<file path="src/design/hbp_map.vh">
// constants for the h-bridge protection and diagnostics block
// assumes a 125 mhz system clock; included by the top module, host model and bench
`ifndef HBP_MAP_VH
`define HBP_MAP_VH
// ====================================================================
// register offsets (byte addresses, 32-bit words)
`define HBP_ADDR_CTRL      8'h00
`define HBP_ADDR_STATUS    8'h04
`define HBP_ADDR_CLEAR     8'h08
// ====================================================================
// control fields
`define HBP_CTRL_CURRENT_LIMIT_SELECT_LO   0
`define HBP_CTRL_CURRENT_LIMIT_SELECT_HI   1
`define HBP_CTRL_CL_BIT    2
`define HBP_CTRL_HALF_BIT  3
`define HBP_CTRL_STANDBY_STATE_BIT  4
// ====================================================================
// status fields
`define HBP_ST_OC_BIT      0
`define HBP_ST_SC_BIT      1
`define HBP_ST_OLS_BIT     2
`define HBP_ST_OLA_BIT     3
`define HBP_ST_REG_LO      4
`define HBP_ST_REG_HI      5
// clear register: write 1 to clear
`define HBP_CLR_OC_BIT     0
`define HBP_CLR_SC_BIT     1
`define HBP_CLR_OLS_BIT    2
// ====================================================================
// reset values
`define HBP_CURRENT_LIMIT_SELECT_RESET     2'h1
`define HBP_STANDBY_STATE_RESET     1'b1
// ====================================================================
// timing
`define HBP_CLK_MHZ        125
`define HBP_BLANK_NS       32000
`define HBP_DIS_FAST_NS    8000
`define HBP_DIS_SLOW_NS    128000
`define HBP_OL_DISCH_NS    20000
`define HBP_OL_FILT_NS     20000
`define HBP_NS_CYC(ns)     (((ns) * `HBP_CLK_MHZ + 999) / 1000)
`endif

</file>
<file path="src/design/hbp_top.v">
// top of the h-bridge protection and diagnostics logic
// assumes comparator and pin inputs asynchronous; wishbone on sys_clk
// ====================================================================
// Summary of operation
// - four limit thresholds picked by two bits
// - over-limit starts regulation and sets flag
// - blanking interval of 32 us from exceedance
// - then high-side recirculation for twice decay
// - after recirculation release gates to inputs
// - warning halves threshold, same regulation timing
// - warning level latched only between blanking intervals
// - no switch-on while current above limit
// - switch-off command acts at once, resets regulation
// - warning masks short detect blank plus recirc
// - standby check needs standby, hi-z, full bridge
// - check starts on wake or enable rising
// - stage one both low sides on, shorts active
// - stage two pull-up on a, filter, record open
// - after latching result restore commanded outputs
// - switching open load without overshoot in window
// - active open-load result held until next window
// - active flag clears on load seen or leave
// - filtered short turns driver off, sets flag
// - driver stays off until host clears short
// - recovery within 8 us with check disabled
// - recovery within 128 us with check enabled
// - half-bridge disables limit and open-load logic
// - limit code reset value is 01
`timescale 1ns/10ps
`include "hbp_map.vh"
module hbp_top #(
    parameter BLANK_CYC  = `HBP_NS_CYC(`HBP_BLANK_NS),
    parameter SLOW_CYC   = (`HBP_DIS_SLOW_NS * `HBP_CLK_MHZ) / 1000,
    parameter FAST_CYC   = (`HBP_DIS_FAST_NS * `HBP_CLK_MHZ) / 1000,
    parameter DISCH_CYC  = `HBP_NS_CYC(`HBP_OL_DISCH_NS),
    parameter FILT_CYC   = `HBP_NS_CYC(`HBP_OL_FILT_NS),
    parameter CNT_W      = 16
) (
    // clock and reset
    input  wire        sys_clk,
    input  wire        rst,
    // wishbone slave
    input  wire        wb_cyc_i,
    input  wire        wb_stb_i,
    input  wire        wb_we_i,
    input  wire [7:0]  wb_adr_i,
    input  wire [3:0]  wb_sel_i,
    input  wire [31:0] wb_dat_i,
    output reg  [31:0] wb_dat_o,
    output reg         wb_ack_o,
    // host pins
    input  wire        in_a,
    input  wire        in_b,
    input  wire        output_disable_pin,
    // power stage comparators
    input  wire        cmp_over_limit,
    input  wire        cmp_short,
    input  wire        temp_warning_level,
    input  wire        cmp_open_a,
    input  wire        cmp_overshoot,
    // gate drives and threshold
    output reg         gate_hs_a,
    output reg         gate_ls_a,
    output reg         gate_hs_b,
    output reg         gate_ls_b,
    output reg         pullup_a,
    output reg  [1:0]  current_limit_threshold,
    output reg         limit_half
);
    // ================================================================
    // state codes
    localparam RG_IDLE  = 3'b001;
    localparam RG_BLANK = 3'b010;
    localparam RG_RECIR = 3'b100;
    localparam OL_IDLE  = 3'b001;
    localparam OL_DISCH = 3'b010;
    localparam OL_FILT  = 3'b100;
    // ================================================================
    // input synchronisers
    reg  [9:0] sync1;
    reg  [9:0] sync2;
    always @(posedge sys_clk) begin
        if (rst) begin
            sync1 <= 10'h000;
            sync2 <= 10'h000;
        end else begin
            sync1 <= {in_a, in_b, output_disable_pin, cmp_over_limit,
                      cmp_short, temp_warning_level, cmp_open_a,
                      cmp_overshoot, 2'b00};
            sync2 <= sync1;
        end
    end
    wire s_in_a  = sync2[9];
    wire s_in_b  = sync2[8];
    wire s_dis   = sync2[7];
    wire s_ovl   = sync2[6];
    wire s_sc    = sync2[5];
    wire s_tw    = sync2[4];
    wire s_open  = sync2[3];
    wire s_ovs   = sync2[2];
    // ================================================================
    // registers
    reg  [1:0] current_limit_select;
    reg        load_check_enable;
    reg        half_mode;
    reg        standby_state;
    reg        overcurrent_flag;
    reg        short_flag;
    reg        open_standby_state_flag;
    reg        open_act_flag;
    reg  [2:0] rg_state;
    reg  [2:0] ol_state;
    wire       wb_req = wb_cyc_i & wb_stb_i & ~wb_ack_o;
    wire       wb_wr  = wb_req & wb_we_i & wb_sel_i[0];
    wire       wr_ctrl = wb_wr && (wb_adr_i == `HBP_ADDR_CTRL);
    wire       wr_clr  = wb_wr && (wb_adr_i == `HBP_ADDR_CLEAR);
    wire       clr_oc  = wr_clr & wb_dat_i[`HBP_CLR_OC_BIT];
    wire       clr_sc  = wr_clr & wb_dat_i[`HBP_CLR_SC_BIT];
    wire       clr_ols = wr_clr & wb_dat_i[`HBP_CLR_OLS_BIT];
    reg  [31:0] rd_data;
    always @* begin
        rd_data = 32'h00000000;
        if (wb_adr_i == `HBP_ADDR_CTRL) begin
            rd_data[4:0] = {standby_state, half_mode, load_check_enable,
                            current_limit_select};
        end else if (wb_adr_i == `HBP_ADDR_STATUS) begin
            rd_data[5:0] = {(rg_state == RG_RECIR), (rg_state == RG_BLANK),
                            open_act_flag, open_standby_state_flag, short_flag,
                            overcurrent_flag};
        end
    end
    always @(posedge sys_clk) begin
        if (rst) begin
            wb_ack_o             <= 1'b0;
            wb_dat_o             <= 32'h00000000;
            current_limit_select <= `HBP_CURRENT_LIMIT_SELECT_RESET;
            load_check_enable    <= 1'b0;
            half_mode            <= 1'b0;
            standby_state        <= `HBP_STANDBY_STATE_RESET;
        end else begin
            wb_ack_o <= wb_req;
            wb_dat_o <= wb_req ? rd_data : 32'h00000000;
            if (wr_ctrl) begin
                current_limit_select <= wb_dat_i[`HBP_CTRL_CURRENT_LIMIT_SELECT_HI:
                                                 `HBP_CTRL_CURRENT_LIMIT_SELECT_LO];
                load_check_enable <= wb_dat_i[`HBP_CTRL_CL_BIT];
                half_mode         <= wb_dat_i[`HBP_CTRL_HALF_BIT];
                standby_state     <= wb_dat_i[`HBP_CTRL_STANDBY_STATE_BIT];
            end
        end
    end
    // ================================================================
    // check start events
    reg        cl_q;
    reg        standby_state_q;
    always @(posedge sys_clk) begin
        if (rst) begin
            cl_q   <= 1'b0;
            standby_state_q <= `HBP_STANDBY_STATE_RESET;
        end else begin
            cl_q   <= load_check_enable;
            standby_state_q <= standby_state;
        end
    end
    wire wake  = standby_state_q & ~standby_state;
    wire cl_up = standby_state & load_check_enable & ~cl_q;
    wire ol_go = ~half_mode & ((wake & load_check_enable) | cl_up);
    // ================================================================
    // current limit regulation
    reg  [CNT_W-1:0] rg_cnt;
    reg  [CNT_W-1:0] decay_cnt;
    reg              decayed;
    reg              warn_lat;
    wire             bridge_on = ~standby_state & ~short_flag & ~s_dis;
    reg              in_a_q;
    reg              in_b_q;
    always @(posedge sys_clk) begin
        if (rst) begin
            in_a_q <= 1'b0;
            in_b_q <= 1'b0;
        end else begin
            in_a_q <= s_in_a;
            in_b_q <= s_in_b;
        end
    end
    wire cmd_off  = (in_a_q & ~s_in_a) | (in_b_q & ~s_in_b);
    wire lim_able = ~half_mode & bridge_on;
    always @(posedge sys_clk) begin
        if (rst) begin
            rg_state  <= RG_IDLE;
            rg_cnt    <= {CNT_W{1'b0}};
            decay_cnt <= {CNT_W{1'b0}};
            decayed   <= 1'b0;
            warn_lat  <= 1'b0;
        end else if (cmd_off | ~lim_able) begin
            rg_state <= RG_IDLE;
            rg_cnt   <= {CNT_W{1'b0}};
            warn_lat <= s_tw;
        end else begin
            case (rg_state)
                RG_IDLE: begin
                    warn_lat <= s_tw;
                    if (s_ovl) begin
                        rg_state <= RG_BLANK;
                        rg_cnt   <= {CNT_W{1'b0}};
                    end
                end
                RG_BLANK: begin
                    rg_cnt <= rg_cnt + 1'b1;
                    if (rg_cnt == BLANK_CYC[CNT_W-1:0] - 1'b1) begin
                        rg_state  <= RG_RECIR;
                        rg_cnt    <= {CNT_W{1'b0}};
                        decay_cnt <= {CNT_W{1'b0}};
                        decayed   <= 1'b0;
                    end
                end
                RG_RECIR: begin
                    rg_cnt <= rg_cnt + 1'b1;
                    if (!decayed) begin
                        if (s_ovl) begin
                            decay_cnt <= decay_cnt + 1'b1;
                        end else begin
                            decayed <= 1'b1;
                        end
                    end
                    if (decayed && rg_cnt >= {decay_cnt[CNT_W-2:0], 1'b0})
                    begin
                        rg_state <= RG_IDLE;
                    end
                end
                default: rg_state <= RG_IDLE;
            endcase
        end
    end
    wire in_reg    = (rg_state != RG_IDLE);
    wire sc_masked = warn_lat & in_reg;
    // ================================================================
    // short detection with filter
    reg  [CNT_W-1:0] sc_cnt;
    wire             sc_hit = (sc_cnt == FAST_CYC[CNT_W-1:0]);
    always @(posedge sys_clk) begin
        if (rst) begin
            sc_cnt <= {CNT_W{1'b0}};
        end else if (s_sc & ~sc_masked & ~sc_hit) begin
            sc_cnt <= sc_cnt + 1'b1;
        end else if (~s_sc | sc_masked) begin
            sc_cnt <= {CNT_W{1'b0}};
        end
    end
    // ================================================================
    // standby open-load sequence
    reg  [CNT_W-1:0] ol_cnt;
    wire ol_ok = ~half_mode & ~short_flag;
    always @(posedge sys_clk) begin
        if (rst) begin
            ol_state <= OL_IDLE;
            ol_cnt   <= {CNT_W{1'b0}};
        end else begin
            case (ol_state)
                OL_IDLE: begin
                    ol_cnt <= {CNT_W{1'b0}};
                    if (ol_go) begin
                        ol_state <= OL_DISCH;
                    end
                end
                OL_DISCH: begin
                    ol_cnt <= ol_cnt + 1'b1;
                    if (short_flag | half_mode) begin
                        ol_state <= OL_IDLE;
                    end else if (ol_cnt == DISCH_CYC[CNT_W-1:0]) begin
                        ol_state <= OL_FILT;
                        ol_cnt   <= {CNT_W{1'b0}};
                    end
                end
                OL_FILT: begin
                    ol_cnt <= ol_cnt + 1'b1;
                    if (short_flag | half_mode |
                        ol_cnt == FILT_CYC[CNT_W-1:0]) begin
                        ol_state <= OL_IDLE;
                    end
                end
                default: ol_state <= OL_IDLE;
            endcase
        end
    end
    wire ol_result = (ol_state == OL_FILT) &&
                     (ol_cnt == FILT_CYC[CNT_W-1:0]) && s_open;
    wire ol_busy   = (ol_state != OL_IDLE);
    // ================================================================
    // active open-load window
    reg  win_open;
    reg  win_seen;
    wire switching = ~half_mode & ~standby_state & (s_in_a ^ s_in_b);
    always @(posedge sys_clk) begin
        if (rst) begin
            win_open      <= 1'b0;
            win_seen      <= 1'b0;
            open_act_flag <= 1'b0;
        end else if (standby_state | half_mode) begin
            win_open      <= 1'b0;
            win_seen      <= 1'b0;
            open_act_flag <= 1'b0;
        end else if (!win_open && cmd_off) begin
            win_open <= 1'b1;
            win_seen <= 1'b0;
        end else if (win_open) begin
            if (s_ovs) begin
                win_seen <= 1'b1;
            end
            if (switching) begin
                win_open      <= 1'b0;
                open_act_flag <= ~(win_seen | s_ovs);
            end
        end
    end
    // ================================================================
    // sticky flags, set wins over clear
    always @(posedge sys_clk) begin
        if (rst) begin
            overcurrent_flag <= 1'b0;
            short_flag       <= 1'b0;
            open_standby_state_flag   <= 1'b0;
        end else begin
            overcurrent_flag <= (lim_able & s_ovl & ~in_reg) |
                                (overcurrent_flag & ~clr_oc);
            short_flag       <= sc_hit |
                                (short_flag & ~clr_sc);
            open_standby_state_flag   <= ol_result |
                                (open_standby_state_flag & ~clr_ols);
        end
    end
    // ================================================================
    // disable recovery delay
    reg  [CNT_W-1:0] rec_cnt;
    reg              recovered;
    wire [CNT_W-1:0] rec_lim = load_check_enable ? SLOW_CYC[CNT_W-1:0]
                                                 : FAST_CYC[CNT_W-1:0];
    always @(posedge sys_clk) begin
        if (rst) begin
            rec_cnt   <= {CNT_W{1'b0}};
            recovered <= 1'b0;
        end else if (s_dis | standby_state) begin
            rec_cnt   <= {CNT_W{1'b0}};
            recovered <= 1'b0;
        end else if (!recovered) begin
            rec_cnt <= rec_cnt + 1'b1;
            if ((rec_cnt >= rec_lim - 1'b1) && !ol_busy) begin
                recovered <= 1'b1;
            end
        end
    end
    // ================================================================
    // gate drive outputs
    wire run   = bridge_on & recovered & ~short_flag;
    wire blk_a = lim_able & s_ovl & ~gate_hs_a;
    wire blk_b = lim_able & s_ovl & ~gate_hs_b;
    wire on_a  = s_in_a & ~blk_a;
    wire on_b  = s_in_b & ~blk_b;
    wire recir = (rg_state == RG_RECIR) & ~cmd_off;
    always @(posedge sys_clk) begin
        if (rst) begin
            gate_hs_a               <= 1'b0;
            gate_ls_a               <= 1'b0;
            gate_hs_b               <= 1'b0;
            gate_ls_b               <= 1'b0;
            pullup_a                <= 1'b0;
            current_limit_threshold <= `HBP_CURRENT_LIMIT_SELECT_RESET;
            limit_half              <= 1'b0;
        end else begin
            current_limit_threshold <= current_limit_select;
            limit_half              <= warn_lat;
            pullup_a                <= (ol_state == OL_FILT) & ol_ok;
            if (ol_busy & ol_ok) begin
                gate_hs_a <= 1'b0;
                gate_hs_b <= 1'b0;
                gate_ls_a <= (ol_state == OL_DISCH);
                gate_ls_b <= 1'b1;
            end else if (!run) begin
                gate_hs_a <= 1'b0;
                gate_ls_a <= 1'b0;
                gate_hs_b <= 1'b0;
                gate_ls_b <= 1'b0;
            end else if (recir) begin
                gate_hs_a <= 1'b1;
                gate_ls_a <= 1'b0;
                gate_hs_b <= 1'b1;
                gate_ls_b <= 1'b0;
            end else begin
                gate_hs_a <= on_a;
                gate_ls_a <= ~on_a;
                gate_hs_b <= on_b;
                gate_ls_b <= ~on_b;
            end
        end
    end
endmodule

</file>
<file path="config.mk">
export PLATFORM = sky130hd
export DESIGN_NAME = hbp_top
export DESIGN_NICKNAME = d
export VERILOG_FILES = /design/src/design/hbp_top.v
export VERILOG_INCLUDE_DIRS = /design/src /design/src/design
export SDC_FILE = /design/constraint.sdc
export NUM_CORES = 1
export LEC_CHECK = 0
export ABC_CLOCK_PERIOD_IN_PS = 4300
export BUFFER_PORTS_ARGS = -buffer_cell sky130_fd_sc_hd__buf_2
export CORE_ASPECT_RATIO = 2
export CORE_MARGIN = 2
export CORE_UTILIZATION = 40
export DETAILED_ROUTE_END_ITERATION = 10
export MAX_ROUTING_LAYER = met4
export PLACE_DENSITY = 0.71
export RECOVER_POWER = 100
export SLEW_MARGIN = 20
export SYNTH_ARGS = -nofsm -noshare
export SYNTH_HDL_FRONTEND = slang
export SYNTH_SLANG_ARGS = --single-unit
</file>
<file path="constraint.sdc">
create_clock -name sys_clk -period 4.3 [get_ports sys_clk]
set_clock_uncertainty 0.05 [all_clocks]
set_input_delay 0 -clock sys_clk [delete_from_list [all_inputs] [get_ports sys_clk]]
set_output_delay 0 -clock sys_clk [all_outputs]
set_load 0.03 [all_outputs]
</file>
==> summary.md <==
| Metric | Value |
|---|---|
| Outcome | `complete, but fails checks` |
| Violations in the final reports | `max-capacitance violations, max-slew violations` |
| Wire length of the first global-routing pass | `about 22000 µm` |
| Share of cells above drive strength 1 | `roughly 8.4%` |
| Clock tree from TritonCTS | `yes` |
| Total routed wirelength | `approximately 12000 µm` |
| Global-route met3 utilization | `approximately 3.7%` |
| Avg Synthesized Cell Area | `8.66 µm²` |
| Setup repair bufs after CTS | `0` |
| Sinks on the clock net | `134` |
| R2R cell count | `6` |
| Count of unresolved DRC violations after routing | `0` |
| Final number of max-transition violations | `between 40 and 50` |
| Count of input and output buffers | `41` |
| Cell taking the most area after synthesis | `dfxtp_1` |
| Leading cell types by total area after synthesis | `dfxtp_1 42%, ha_1 5.9%, nor2_1 5.7%, xnor2_1 5.4%, xor2_1 3.7%` |
| Most instantiated flip-flop cell in the synthesis netlist | `dfxtp_1` |
| Max Fanout on Critical Path | `5` |
| Sum of internal, switching and leakage power | `around 2.7 mW` |
| Most numerous cell types in the synthesized netlist | `134 x dfxtp_1, 96 x nor2_1, 55 x nand2_1` |
| Filler cell count in the final layout | `1511` |
| Core outline area | `15600 µm²` |
| Share of the cycle needed by the critical path after routing | `between 70% and 80%` |
| Power density relative to cell area | `about 370 nW/µm²` |
| Post-route core utilization | `between 40% and 50%` |
| Final hold violation count | `0` |
| Count of cells along the worst hold path | `5` |
| Number of levels the H-tree was split into | `4` |
| Met1 Use GR | `20.7%` |
| Setup ws final | `between 1 and 1.5 ns` |
| Cell area after synthesis | `around 6300 µm²` |
| Most utilized layer in the global route result | `met2` |
| Overall fraction of global-route tracks in use | `16.1%` |
| Setup violation total in the final timing report | `0` |
| Worst-skew pair later-pin latency | `approximately 0.42 ns` |
| Leading cell type by number of instances after synthesis | `dfxtp_1` |
| Startpoint of the worst register-to-register path | `rg_cnt[12]$_SDFFE_PP0P_` |
| Syn. warnings | `0` |
| Final net count | `881` |
| Actual transition at the worst max-transition pin | `roughly 1.9 ns` |
| Initial antenna violation count | `0` |
| Nature of the critical path endpoint | `flop` |
| Io pins | `98` |
| Worst R2R Setup Slack | `about 1.3 ns` |
| Tightest Hold Check Type | `in -> reg` |
| Worst relative slew slack | `-26.3%` |
| Routed WL per cell | `~12 µm` |
| Overflow left after global routing | `0` |
| LEAKAGE | `2.60 nW` |
| Largest vdd supply drop | `~350 µV` |
| Largest net degree at the start of global routing | `48` |
| Endpoint of the most critical setup path | `decay_cnt[2]$_SDFFE_PP0P_` |
| Final RePlAce weighted congestion | `between 0.8 and 0.9` |
| Category of the worst setup path launch point | `flop` |
| DRC marker count from the first detailed-route iteration | `~260` |
| Gate count after technology mapping | `about 730` |
| Remaining number of nets flagged by the antenna check after routing | `0` |
| Antenna diodes | `0` |
| Clock-pin slew reported for the worst setup and hold paths after clock tree synthesis | `roughly 0.06 ns` |
| Data arrival, critical path | `about 3.3 ns` |
| Clock period minus final worst setup slack | `just over 3 ns` |
| TritonCTS buffer count | `17` |
| Fraction of synthesized cell area taken by the top area cell type | `42.3%` |
| Die area | `approximately 17000 µm²` |
| Endpoint of the most critical register-to-register path | `decay_cnt[2]$_SDFFE_PP0P_` |
| Fraction of registers with async set/reset | `0%` |
| Synthesis-to-layout area growth | `15.0%` |
| Number of enable-type register cells in the synthesized netlist | `0` |
| Sequential element share of the synthesized area | `42.3%` |
| Number of maximum-capacitance violations | `1` |
| Die width | `~93 µm` |
| Number of vias per cell after detailed routing | `5.02` |
| Number of distinct standard cells referenced by the synthesized netlist | `53` |
| Cell area after layout | `approximately 7300 µm²` |
| Placement Setup Slack | `between 1.5 and 2 ns` |
| Met2 global-route usage | `between 20% and 30%` |
| Flops & latches, synth | `134` |
| Site row count | `65` |
| Number of vias in the routed layout | `roughly 5000` |
| Router iterations before antenna repair | `5` |
| Maximum clock frequency | `331 MHz` |
| Critical path launch point | `rg_cnt[12]$_SDFFE_PP0P_` |
| Root cell of the clock tree | `clkbuf_16` |
| Initial Utilization | `between 40 and 50%` |
| Kind of critical path | `reg -> reg` |
| Post-DP HPWL | `8670 µm` |
| Maximum clock path buffer count | `2` |
| Y dimension of the die | `~180 µm` |
| WP data required | `around 4.6 ns` |
| Via count of the first global-routing pass | `between 4000 and 5000` |
| Cell area after placement | `6650 µm²` |
| Setup TNS | `0 ns` |
| RSZ-0062 raised after global routing | `false` |
[report_power, final]
group	internal (mW)	total [mW]	switching [mW]
Combinational	0.0358	0.110	0.0739
Sequential	1.25	1.26	0.00758
Clock	0.757	1.32	0.561
[state kept, by name (all words and copies together) (netlist names), 2 cells and up]
name                     count
ol_cnt                      16
rg_state                     3
current_limit_threshold      2
wb_dat_o                     6
sc_cnt                      16
decay_cnt                   15
ol_state                     3
rec_cnt                     16
current_limit_select         2
sync2                        8
sync1                        8
rg_cnt                      16
[critical path, stage by stage (launching register included)]
cell and delay, ns:
dfxtp_1 0.36, or4b_1 0.54, or4b_4 0.54, a2111oi_0 1.03, nand2_1 0.18, xnor2_1 0.18, nor2_1 0.05
[worst min path at each step]
stage / start / to / slack (ns)
floorplan: cmp_overshoot / sync1[2]$_SDFF_PP0_ / 0.08
global placement: in_a / sync1[9]$_SDFF_PP0_ / 0.16
detailed placement: cmp_over_limit / sync1[6]$_SDFF_PP0_ / 0.16
CTS: wb_we_i / standby_state$_SDFFE_PP1P_ / 0.01
global route: wb_adr_i[2] / standby_state$_SDFFE_PP1P_ / 0.08
finish: wb_adr_i[2] / short_flag$_SDFF_PP0_ / 0.04
[placed cells by master (no fill, tap or decap), drive strengths merged, types with 3 or more instances in the layout]
master,instances
nor4,15
a21o,3
nor2,99
and3,17
clkinv,4
clkbuf,36
dlygate4sd3,17
nand2,55
nand2b,7
nor2b,27
nand4,14
and4,7
o31ai,4
o21ai,25
conb,26
mux2i,3
nor3b,5
nor3,21
a22oi,8
dfxtp,134
and2,4
xnor2,39
inv,38
xor2,27
nand3,28
a31o,3
or3,13
ha,30
clkinvlp,5
a21oi,37
buf,27
[per-stage QoR]
step / hold WS [ns] / instances
2_1_floorplan: 0.0782 / 758
3_3_place_gp: 0.160 / 959
3_5_place_dp: 0.163 / 959
4_1_cts: 0.0106 / 1008
5_1_grt: 0.0834 / 1008
6_report: 0.0355 / 1008
[routing by layer]
| metal | part of all wire [%] | wire, µm |
|---|---|---|
| met1 | 48 | 5990 |
| met2 | 46 | 5780 |
| met3 | 4.0 | 500 |
| met4 | 1.4 | 177 |
| met5 | 0 | 0 |
[cell families after synthesis]
logic type	synth area share (%)
fa+ha+maj	5.91
xor+xnor	9.11
compound gates	9.09
mux	0.473
flops	42.3
simple gates	26.8
buf+inv	6.27
other cells	0.0591
[repair_timing]
| item | in CTS | in global routing |
|---|---|---|
| hold buffers | 17 | 0 |
| resized for setup | 0 | 0 |
| endpoints found under the hold margin | 16 | 0 |
[area by class of cell]
type | instances | area [µm²] | area share (%)
multi-input combinational | 546 | 3320 | 45.5
sequential | 134 | 2680 | 36.8
clock buffer | 19 | 443 | 6.07
timing repair buffer | 61 | 374 | 5.13
tap | 201 | 251 | 3.45
inverter | 34 | 128 | 1.75
clock inverter | 13 | 100 | 1.37
Note: power is estimated with default switching activity, not from simulation.
